===== src/search_engine_defines.vh =====
// Constants for the header search engine: register indices, fields,
// reset values and SRAM phase codes.
// Assumes a Wishbone byte address of four times the register index.
// Behaviour
// - Direct lookup uses 12 or 8 header bits
// - Table is 4K or 256 words, 4K-aligned
// - Table base is six-bit 4K-block selector
// - Entry holds 18-bit pointer, bit 31 flag
// - Flag plus tunnel enable chooses node type
// - Flag and enable: pointer addresses result node
// - Root plus two bits reads next level
// - Non-terminal nodes repeat until leaf returned
// - Leaf, result base form result pointer
// - Tunnel keeps channel field, optional field replacement
// - Words: tag, header, rx count, tx count
// - Result node two or four words
// - No accounting: two result reads, no writes
// - Accounting: tx read+write, rx three reads+write
// - One table access plus eight or ten
// - Path-only lookups only when tunnelling enabled
// - Engine idle while start bit is zero
// - Up to 4K tree roots per table
// - Extended depth walks ten levels, else eight
// - Two-bit base picks one 64K result block
// - Null pointer drops or forwards by bit
`ifndef SEARCH_ENGINE_DEFINES_VH
`define SEARCH_ENGINE_DEFINES_VH

// Register indices (byte address is index times four)
`define IDX_CFG1 16'h8001
`define IDX_CFG2 16'h8002
`define IDX_TBL 16'h8003
`define IDX_NULL2 16'h800b
`define IDX_NULL1 16'h800c
`define IDX_NULL0 16'h800d
`define IDX_STATUS 16'h8020

// Search configuration one fields
`define B_TUN_EN 0
`define B_START 1
`define B_ACCT 3
`define B_WIDE 5
`define B_EXTEND 6
`define B_FWD 7

// Search configuration two fields
`define B_INSERT 0
`define B_REP_FLOW 1
`define B_REP_PRIO 2

// Reset values
`define RST_CFG1 8'h00
`define RST_CFG2 8'h00
`define RST_TBL 8'h00
`define RST_NULL 18'h3ffff

// Tree depth limits (last level index)
`define LAST_LVL_SHORT 4'h7
`define LAST_LVL_LONG 4'h9

// Direct entry flag position
`define B_DIRECT_FLAG 31

// SRAM read phases
`define PH_DIR 3'h0
`define PH_TREE 3'h1
`define PH_TAG 3'h2
`define PH_HDR 3'h3
`define PH_RXCNT 3'h4
`define PH_TXCNT 3'h5

`endif


===== src/header_search_engine.v =====
// Receive header search engine: direct table, two-bit tree walk,
// result node fetch and optional per-connection counting.
// Assumes a flow-through SRAM clocked with clk_i and a classic
// Wishbone master for the configuration registers.
`timescale 1ns/1ns
`default_nettype none
`include "search_engine_defines.vh"

module header_search_engine #(
  parameter ADR_W = 32
) (
  input wire clk_i,
  input wire rst_i,
  input wire cyc_i,
  input wire stb_i,
  input wire we_i,
  input wire [ADR_W-1:0] adr_i,
  input wire [3:0] sel_i,
  input wire [31:0] dat_i,
  output reg [31:0] dat_o,
  output reg ack_o,
  input wire search_req_i,
  input wire [31:0] header_i,
  input wire tx_count_req_i,
  input wire [17:0] tx_node_ptr_i,
  output reg busy_o,
  output reg result_valid_o,
  output reg cell_pass_o,
  output reg cell_drop_o,
  output reg [31:0] routing_tag_o,
  output reg [31:0] new_header_o,
  output reg [17:0] result_ptr_o,
  output reg [17:0] sram_addr_o,
  output reg [31:0] sram_data_o,
  input wire [31:0] sram_data_i,
  output reg sram_data_oe_o,
  output reg sram_adsp_n_o,
  output reg sram_gw_n_o,
  output reg sram_ce_n_o,
  output reg sram_oe_n_o
);

  // Engine states
  localparam ST_IDLE = 2'd0;
  localparam ST_LAT = 2'd1;
  localparam ST_DATA = 2'd2;

  // Configuration registers
  reg [7:0] cfg1_reg; // Search configuration one
  reg [7:0] cfg2_reg; // Search configuration two
  reg [7:0] tbl_reg; // Table base and result base
  reg [17:0] null_reg; // Null pointer value

  // Engine state
  reg [1:0] state_reg;
  reg [2:0] phase_reg; // Which read is in flight
  reg [3:0] level_reg; // Current tree level
  reg [31:0] hdr_reg; // Header under search
  reg [17:0] res_base_reg; // Result node word one address
  reg tunnel_reg; // Search ended on tunnelling entry
  reg [31:0] tag_reg; // Routing tag word

  // Wishbone decode
  wire wb_req = cyc_i & stb_i & ~ack_o;
  wire [15:0] idx = adr_i[17:2];

  // Config field views
  wire tun_en = cfg1_reg[`B_TUN_EN];
  wire start_en = cfg1_reg[`B_START];
  wire acct_en = cfg1_reg[`B_ACCT];
  wire wide_en = cfg1_reg[`B_WIDE];
  wire ext_en = cfg1_reg[`B_EXTEND];
  wire fwd_en = cfg1_reg[`B_FWD];

  // Last level index of the tree walk
  wire [3:0] last_lvl = ext_en ? `LAST_LVL_LONG : `LAST_LVL_SHORT;

  // Direct table address for a header
  function [17:0] direct_addr;
    input [5:0] base;
    input [31:0] hdr;
    input wide;
    begin
      if (wide)
        direct_addr = {base, hdr[31:20]};
      else
        direct_addr = {base, 4'h0, hdr[27:20]};
    end
  endfunction

  // Tree address from a node and the level's two header bits
  function [17:0] tree_addr;
    input [15:0] node;
    input [31:0] hdr;
    input [3:0] lvl;
    reg [4:0] pos;
    begin
      pos = 5'd19 - {lvl[3:0], 1'b0};
      tree_addr = {node, hdr[pos], hdr[pos-5'd1]};
    end
  endfunction

  // Merge the result header with the original one
  function [31:0] merge_hdr;
    input [31:0] orig;
    input [31:0] newh;
    input tun;
    input [7:0] cfg2;
    reg [31:0] m;
    begin
      m = orig;
      if (tun | cfg2[`B_INSERT])
      begin
        m[27:20] = newh[27:20];
        // Tunnelling keeps the channel field
        if (!tun)
          m[19:4] = newh[19:4];
        if (cfg2[`B_REP_FLOW])
          m[31:28] = newh[31:28];
        if (cfg2[`B_REP_PRIO])
          m[3:0] = newh[3:0];
      end
      merge_hdr = m;
    end
  endfunction

  // Register bus slave: one wait cycle, zero for unmapped reads
  always @(posedge clk_i)
  begin
    if (rst_i)
    begin
      ack_o <= 1'b0;
      dat_o <= 32'h00000000;
      cfg1_reg <= `RST_CFG1;
      cfg2_reg <= `RST_CFG2;
      tbl_reg <= `RST_TBL;
      null_reg <= `RST_NULL;
    end
    else
    begin
      ack_o <= wb_req;
      if (wb_req && we_i && sel_i[0])
      begin
        // Writes land in the low byte lane
        if (idx == `IDX_CFG1)
          cfg1_reg <= dat_i[7:0];
        else if (idx == `IDX_CFG2)
          cfg2_reg <= {5'h00, dat_i[2:0]};
        else if (idx == `IDX_TBL)
          tbl_reg <= dat_i[7:0];
        else if (idx == `IDX_NULL2)
          null_reg[17:16] <= dat_i[1:0];
        else if (idx == `IDX_NULL1)
          null_reg[15:8] <= dat_i[7:0];
        else if (idx == `IDX_NULL0)
          null_reg[7:0] <= dat_i[7:0];
      end
      if (wb_req && !we_i)
      begin
        // Read mux
        if (idx == `IDX_CFG1)
          dat_o <= {24'h000000, cfg1_reg};
        else if (idx == `IDX_CFG2)
          dat_o <= {24'h000000, cfg2_reg};
        else if (idx == `IDX_TBL)
          dat_o <= {24'h000000, tbl_reg};
        else if (idx == `IDX_NULL2)
          dat_o <= {30'h0000000, null_reg[17:16]};
        else if (idx == `IDX_NULL1)
          dat_o <= {24'h000000, null_reg[15:8]};
        else if (idx == `IDX_NULL0)
          dat_o <= {24'h000000, null_reg[7:0]};
        else if (idx == `IDX_STATUS)
          dat_o <= {28'h0000000, tunnel_reg, cell_drop_o, cell_pass_o, busy_o};
        else
          dat_o <= 32'h00000000;
      end
    end
  end

  // Search engine and SRAM sequencer
  always @(posedge clk_i)
  begin
    if (rst_i)
    begin
      state_reg <= ST_IDLE;
      phase_reg <= `PH_DIR;
      level_reg <= 4'h0;
      hdr_reg <= 32'h00000000;
      res_base_reg <= 18'h00000;
      tunnel_reg <= 1'b0;
      tag_reg <= 32'h00000000;
      busy_o <= 1'b0;
      result_valid_o <= 1'b0;
      cell_pass_o <= 1'b0;
      cell_drop_o <= 1'b0;
      routing_tag_o <= 32'h00000000;
      new_header_o <= 32'h00000000;
      result_ptr_o <= 18'h00000;
      sram_addr_o <= 18'h00000;
      sram_data_o <= 32'h00000000;
      sram_data_oe_o <= 1'b0;
      sram_adsp_n_o <= 1'b1;
      sram_gw_n_o <= 1'b1;
      sram_ce_n_o <= 1'b1;
      sram_oe_n_o <= 1'b1;
    end
    else
    begin
      // SRAM strobes last one cycle unless reissued
      result_valid_o <= 1'b0;
      sram_data_oe_o <= 1'b0;
      sram_adsp_n_o <= 1'b1;
      sram_gw_n_o <= 1'b1;
      sram_ce_n_o <= 1'b1;
      sram_oe_n_o <= 1'b1;
      case (state_reg)
        ST_IDLE:
        begin
          // Requests accepted only with the engine started
          if (start_en && search_req_i)
          begin
            busy_o <= 1'b1;
            hdr_reg <= header_i;
            tunnel_reg <= 1'b0;
            phase_reg <= `PH_DIR;
            sram_addr_o <= direct_addr(tbl_reg[5:0], header_i, wide_en);
            sram_ce_n_o <= 1'b0;
            sram_adsp_n_o <= 1'b0;
            sram_oe_n_o <= 1'b0;
            state_reg <= ST_LAT;
          end
          else if (start_en && tx_count_req_i && acct_en)
          begin
            busy_o <= 1'b1;
            phase_reg <= `PH_TXCNT;
            sram_addr_o <= tx_node_ptr_i + 18'h00003;
            sram_ce_n_o <= 1'b0;
            sram_adsp_n_o <= 1'b0;
            sram_oe_n_o <= 1'b0;
            state_reg <= ST_LAT;
          end
        end
        ST_LAT:
        begin
          // Flow-through SRAM: data appears the cycle after
          state_reg <= ST_DATA;
        end
        ST_DATA:
        begin
          // Direct and tree next addresses depend on data just returned
          state_reg <= ST_IDLE;
          case (phase_reg)
            `PH_DIR:
            begin
              if (sram_data_i[17:0] == null_reg)
              begin
                // Unmatched cell
                busy_o <= 1'b0;
                result_valid_o <= 1'b1;
                cell_pass_o <= fwd_en;
                cell_drop_o <= ~fwd_en;
                new_header_o <= hdr_reg;
              end
              else if (sram_data_i[`B_DIRECT_FLAG] && tun_en)
              begin
                // Pointer addresses a result node directly
                tunnel_reg <= 1'b1;
                res_base_reg <= sram_data_i[17:0];
                phase_reg <= `PH_TAG;
                sram_addr_o <= sram_data_i[17:0];
                sram_ce_n_o <= 1'b0;
                sram_adsp_n_o <= 1'b0;
                sram_oe_n_o <= 1'b0;
                state_reg <= ST_LAT;
              end
              else
              begin
                // Root node: start tree walk
                level_reg <= 4'h0;
                phase_reg <= `PH_TREE;
                sram_addr_o <= tree_addr(sram_data_i[15:0], hdr_reg, 4'h0);
                sram_ce_n_o <= 1'b0;
                sram_adsp_n_o <= 1'b0;
                sram_oe_n_o <= 1'b0;
                state_reg <= ST_LAT;
              end
            end
            `PH_TREE:
            begin
              if (sram_data_i[15:0] == null_reg[15:0])
              begin
                // Walk ended on the null pointer
                busy_o <= 1'b0;
                result_valid_o <= 1'b1;
                cell_pass_o <= fwd_en;
                cell_drop_o <= ~fwd_en;
                new_header_o <= hdr_reg;
              end
              else if (level_reg == last_lvl)
              begin
                // Leaf: build result pointer in chosen 64K block
                res_base_reg <= {tbl_reg[7:6], sram_data_i[15:0]};
                phase_reg <= `PH_TAG;
                sram_addr_o <= {tbl_reg[7:6], sram_data_i[15:0]};
                sram_ce_n_o <= 1'b0;
                sram_adsp_n_o <= 1'b0;
                sram_oe_n_o <= 1'b0;
                state_reg <= ST_LAT;
              end
              else
              begin
                // Non-terminal: next level
                level_reg <= level_reg + 4'h1;
                sram_addr_o <= tree_addr(sram_data_i[15:0], hdr_reg, level_reg + 4'h1);
                sram_ce_n_o <= 1'b0;
                sram_adsp_n_o <= 1'b0;
                sram_oe_n_o <= 1'b0;
                state_reg <= ST_LAT;
              end
            end
            `PH_TAG:
            begin
              // Word one is the routing tag
              tag_reg <= sram_data_i;
              phase_reg <= `PH_HDR;
              sram_addr_o <= res_base_reg + 18'h00001;
              sram_ce_n_o <= 1'b0;
              sram_adsp_n_o <= 1'b0;
              sram_oe_n_o <= 1'b0;
              state_reg <= ST_LAT;
            end
            `PH_HDR:
            begin
              // Word two is the new header; parked while counting
              if (acct_en)
              begin
                hdr_reg <= merge_hdr(hdr_reg, sram_data_i, tunnel_reg, cfg2_reg);
                phase_reg <= `PH_RXCNT;
                sram_addr_o <= res_base_reg + 18'h00002;
                sram_ce_n_o <= 1'b0;
                sram_adsp_n_o <= 1'b0;
                sram_oe_n_o <= 1'b0;
                state_reg <= ST_LAT;
              end
              else
              begin
                new_header_o <= merge_hdr(hdr_reg, sram_data_i, tunnel_reg, cfg2_reg);
                routing_tag_o <= tag_reg;
                result_ptr_o <= res_base_reg;
                busy_o <= 1'b0;
                result_valid_o <= 1'b1;
                cell_pass_o <= 1'b1;
                cell_drop_o <= 1'b0;
              end
            end
            `PH_RXCNT:
            begin
              // Receive counter incremented in place, address still set
              new_header_o <= hdr_reg;
              routing_tag_o <= tag_reg;
              result_ptr_o <= res_base_reg;
              sram_data_o <= sram_data_i + 32'h00000001;
              sram_data_oe_o <= 1'b1;
              sram_ce_n_o <= 1'b0;
              sram_adsp_n_o <= 1'b0;
              sram_gw_n_o <= 1'b0;
              busy_o <= 1'b0;
              result_valid_o <= 1'b1;
              cell_pass_o <= 1'b1;
              cell_drop_o <= 1'b0;
            end
            default:
            begin
              // Transmit counter incremented in place
              sram_data_o <= sram_data_i + 32'h00000001;
              sram_data_oe_o <= 1'b1;
              sram_ce_n_o <= 1'b0;
              sram_adsp_n_o <= 1'b0;
              sram_gw_n_o <= 1'b0;
              busy_o <= 1'b0;
            end
          endcase
        end
        default:
        begin
          state_reg <= ST_IDLE;
        end
      endcase
    end
  end

endmodule // header_search_engine
`default_nettype wire


===== config.mk =====
export PLATFORM = sky130hd
export DESIGN_NAME = header_search_engine
export DESIGN_NICKNAME = d
export VERILOG_FILES = /design/src/header_search_engine.v
export VERILOG_INCLUDE_DIRS = /design/src
export SDC_FILE = /design/constraint.sdc
export NUM_CORES = 1
export LEC_CHECK = 0
export BUFFER_PORTS_ARGS = -buffer_cell sky130_fd_sc_hd__buf_2
export CORE_MARGIN = 2
export CORE_UTILIZATION = 49
export CTS_CLUSTER_SIZE = 30
export DETAILED_ROUTE_END_ITERATION = 8
export GPL_ROUTABILITY_DRIVEN = 0
export PLACE_DENSITY = 0.74
export SLEW_MARGIN = 5
export SYNTH_ARGS = -nofsm -noshare
export SYNTH_HDL_FRONTEND = slang
export SYNTH_SLANG_ARGS = --single-unit

===== constraint.sdc =====
create_clock -name clk_i -period 3.3 [get_ports clk_i]
set_input_delay 0.66 -clock clk_i [delete_from_list [all_inputs] [get_ports clk_i]]
set_output_delay 0.66 -clock clk_i [all_outputs]
set_load 0.01 [all_outputs]

==> metrics <==
Total Power Consumption=7.48 mW; Synth Warn #=0; Clock power frac=49.3%; clk root buf=clkbuf_16; Cell Rows=62; final period utilization=91.1%; Sw Share=23.0%; Int Pwr=5.76 mW; total number of vias=14600; Hold Crit Start=dat_i[4]; PortBufs=263; Detail Placement HPWL=35400 um; crit path launch=level_reg[1]; initial cell density of the core=50.0%; Setup CP Type=reg2reg; CTS Buf Count=30; reg-to-reg startpoint=level_reg[1]; power per cell area=436 nW/um^2; Tmin final=3010 ps; die area=30700 sq um; post-synthesis sequential area ratio=38.7%; Yosys cell types=83; Iter 0 DRT Violations=1539; RSZ-0062 raised after global routing=no; main flop type after synthesis=dfxtp_1; vias in the first global route=13500; post_cts resized=0; Final Max Tran Viols=0; vias per inst=6.01; drc violations=0; Worst Setup Start Kind=flop; CTS clk-pin slew, worst paths=70 ps; Post-Syn Instances=1797; Pre-antenna DRT Iters=7; Area contributors post-synth=dfxtp_1 39%, nand2_1 9.5%, mux2i_1 9.3%, a21oi_1 6.3%, o21ai_0 3.5%; CTS tree=yes; number of max-cap violations=0; CP Capture Type=flop; Tightest Pin Transition=1330 ps; Fill cells=2563; H-tree depth=1; GRT Util Overall=30.8%; synth-to-layout area growth=19.1%; post-synth top area share=38.7%; # IOs=331; logic gate share of total power=5.7%; LEAKAGE=6.62 nW; Peak Freq=333 MHz; top cell type by total area after synthesis=dfxtp_1; initial antenna violation count=8; Slew HR=11.3%; Post-synth EDFFs=0; WL final=49500 um; largest net degree at the start of global routing=226; first-pass GRT wire length=75000 um; async set or reset register ratio after synthesis=0%; Worst Path Max Fanout=8; final net count=2170; Seq cells post-synth=278; Avg Cell Area, Syn=8.01 sq um; data required time at the worst endpoint=3760 ps; area of the multi-input gates=8090 sq um; Core ar.=28800 sq um; clock buffer depth=3; status=complete, no violations; grt ovf=0; Chip Width=175 um; Post-Syn Area=14400 sq um; wire per inst=20.4 um; P_sw=1.72 mW; part of the power in registers=44.9%; Post-Route Setup TNS=0 ps; Hold-fix buffers, CTS=0; Hold Fails Final Rpt=0; total area of sequential cells=5570 sq um; TritonCTS Sinks=278; final setup violation count=0; ANT nets after route=0; Critical Path AT=3470 ps; worst hold path class=in2reg; die extent in y=175 um; Max VDD drop=0.383 mV; Clock Skew=21.4 ps; fraction of layout cells with a size suffix above 1=20.4%; clk_lat worst skew=570 ps; post-CTS setup buffer count=0
[path summary, 6_finish.rpt]
| path | to | slack, ps | cells past startpoint |
|---|---|---|---|
| worst min register to register | sram_addr_o[1] | 450 | 2 |
| worst max-delay path | sram_addr_o[1] | 290 | 10 |
| worst max register to register | sram_addr_o[1] | 290 | 10 |
| worst min-delay path | null_reg[12] | 360 | 3 |
[final cells by class]
type	instances	share of cell area, %
Inverter	21	0.460
Multi-Input combinational cell	1354	47.2
Clock inverter	11	1.20
Tap cell	384	2.80
Antenna cell	12	0.175
Sequential cell	278	32.5
Timing Repair Buffer	322	10.4
Clock buffer	44	5.21
[routing by layer]
metal / wire (um) / part of all wire [%] / track usage, % / vias up
met1: 19300 / 39 / 40.0 / 6743
met4: 3030 / 6.1 / 17.2 / 2
met3: 5970 / 12 / 8.38 / 197
li1: - / - / - / 6733
met2: 21300 / 43 / 46.2 / 900
met5: 8 / 0.016 / 0 / -
[layout by cell type, fill, tap and decap left out, types with 6 or more instances in the layout]
master     synthesis  routed
a211oi_1          19      19
a21oi_1          182     182
a221oi_1          10      10
a31oi_1           14      14
and2_1            10      10
and3_1            12      12
and4_1             9       9
buf_2             19     262
buf_4             26      57
clkbuf_16          0      30
clkbuf_8           0       9
conb_1             1      24
dfxtp_1          278     278
diode_2            0      12
ha_1               6       6
inv_1             18      18
mux2_2             9       9
mux2i_1          133     133
mux4_2             8       8
nand2_1          365     364
nand3_1           36      36
nand4_1           18      18
nor2_1           123     122
nor2b_1            8       6
nor3_1            20      19
nor4_1            13      13
o211ai_1          51      51
o21ai_0          100     100
o221ai_1           9       9
o41ai_1            6       6
or3_1              6       6
xnor2_1           32      32
xor2_1            40      40
[power by group through the flow]
stage | Combinational, mW | Sequential [mW] | Clock (mW)
after floorplan | 0.206 | 3.44 | 0
after global placement | 0.404 | 3.43 | 0
after detailed placement | 0.408 | 3.43 | 0
after CTS | 0.410 | 3.36 | 3.72
after global routing | 0.444 | 3.36 | 3.86
final | 0.428 | 3.36 | 3.69
[synth_stat cells (all sizes together) (12+ instances only)]
library cell,instances
o21ai,103
xor2,40
xnor2,32
a21oi,183
a31oi,14
clkbuf,112
mux2i,133
nor3,21
nor4,14
nand2,366
and3,12
a211oi,21
nand4,19
nor2,124
inv,19
nand3,36
o211ai,51
dfxtp,278
buf,55
[stage by stage]
stage / util (%) / hold slack (ps) / worst slack [ps] / cells / area, sq um
after floorplan: - / 432 / 612 / 1820 / 14500
after global placement: 55.6 / 434 / 391 / 2359 / 16000
after detailed placement: 55.6 / 441 / 373 / 2359 / 16000
after CTS: 59.4 / 351 / 359 / 2414 / 17100
after global routing: 59.5 / 369 / 103 / 2418 / 17100
final: 59.5 / 355 / 295 / 2426 / 17100
[cell families after synthesis]
logic type | Yosys count | share of synthesized area (%)
compound gates | 449 | 19.1
simple gates | 653 | 20.1
buf+inv | 188 | 5.92
flops | 278 | 38.7
mux | 150 | 11.2
xor+xnor | 72 | 4.38
fa+ha+maj | 6 | 0.522
other cells | 1 | 0.0261
[critical path, cell delays in order (launching register included)]
cell and delay (ps):
dfxtp_1 400, ha_1 260, xnor2_1 90, ha_1 530, mux4_2 350, and2_1 160
a211oi_1 290, a2111oi_0 120, o41ai_1 460, buf_4 200, a21oi_1 40
Power figures use the tool's default switching activity.
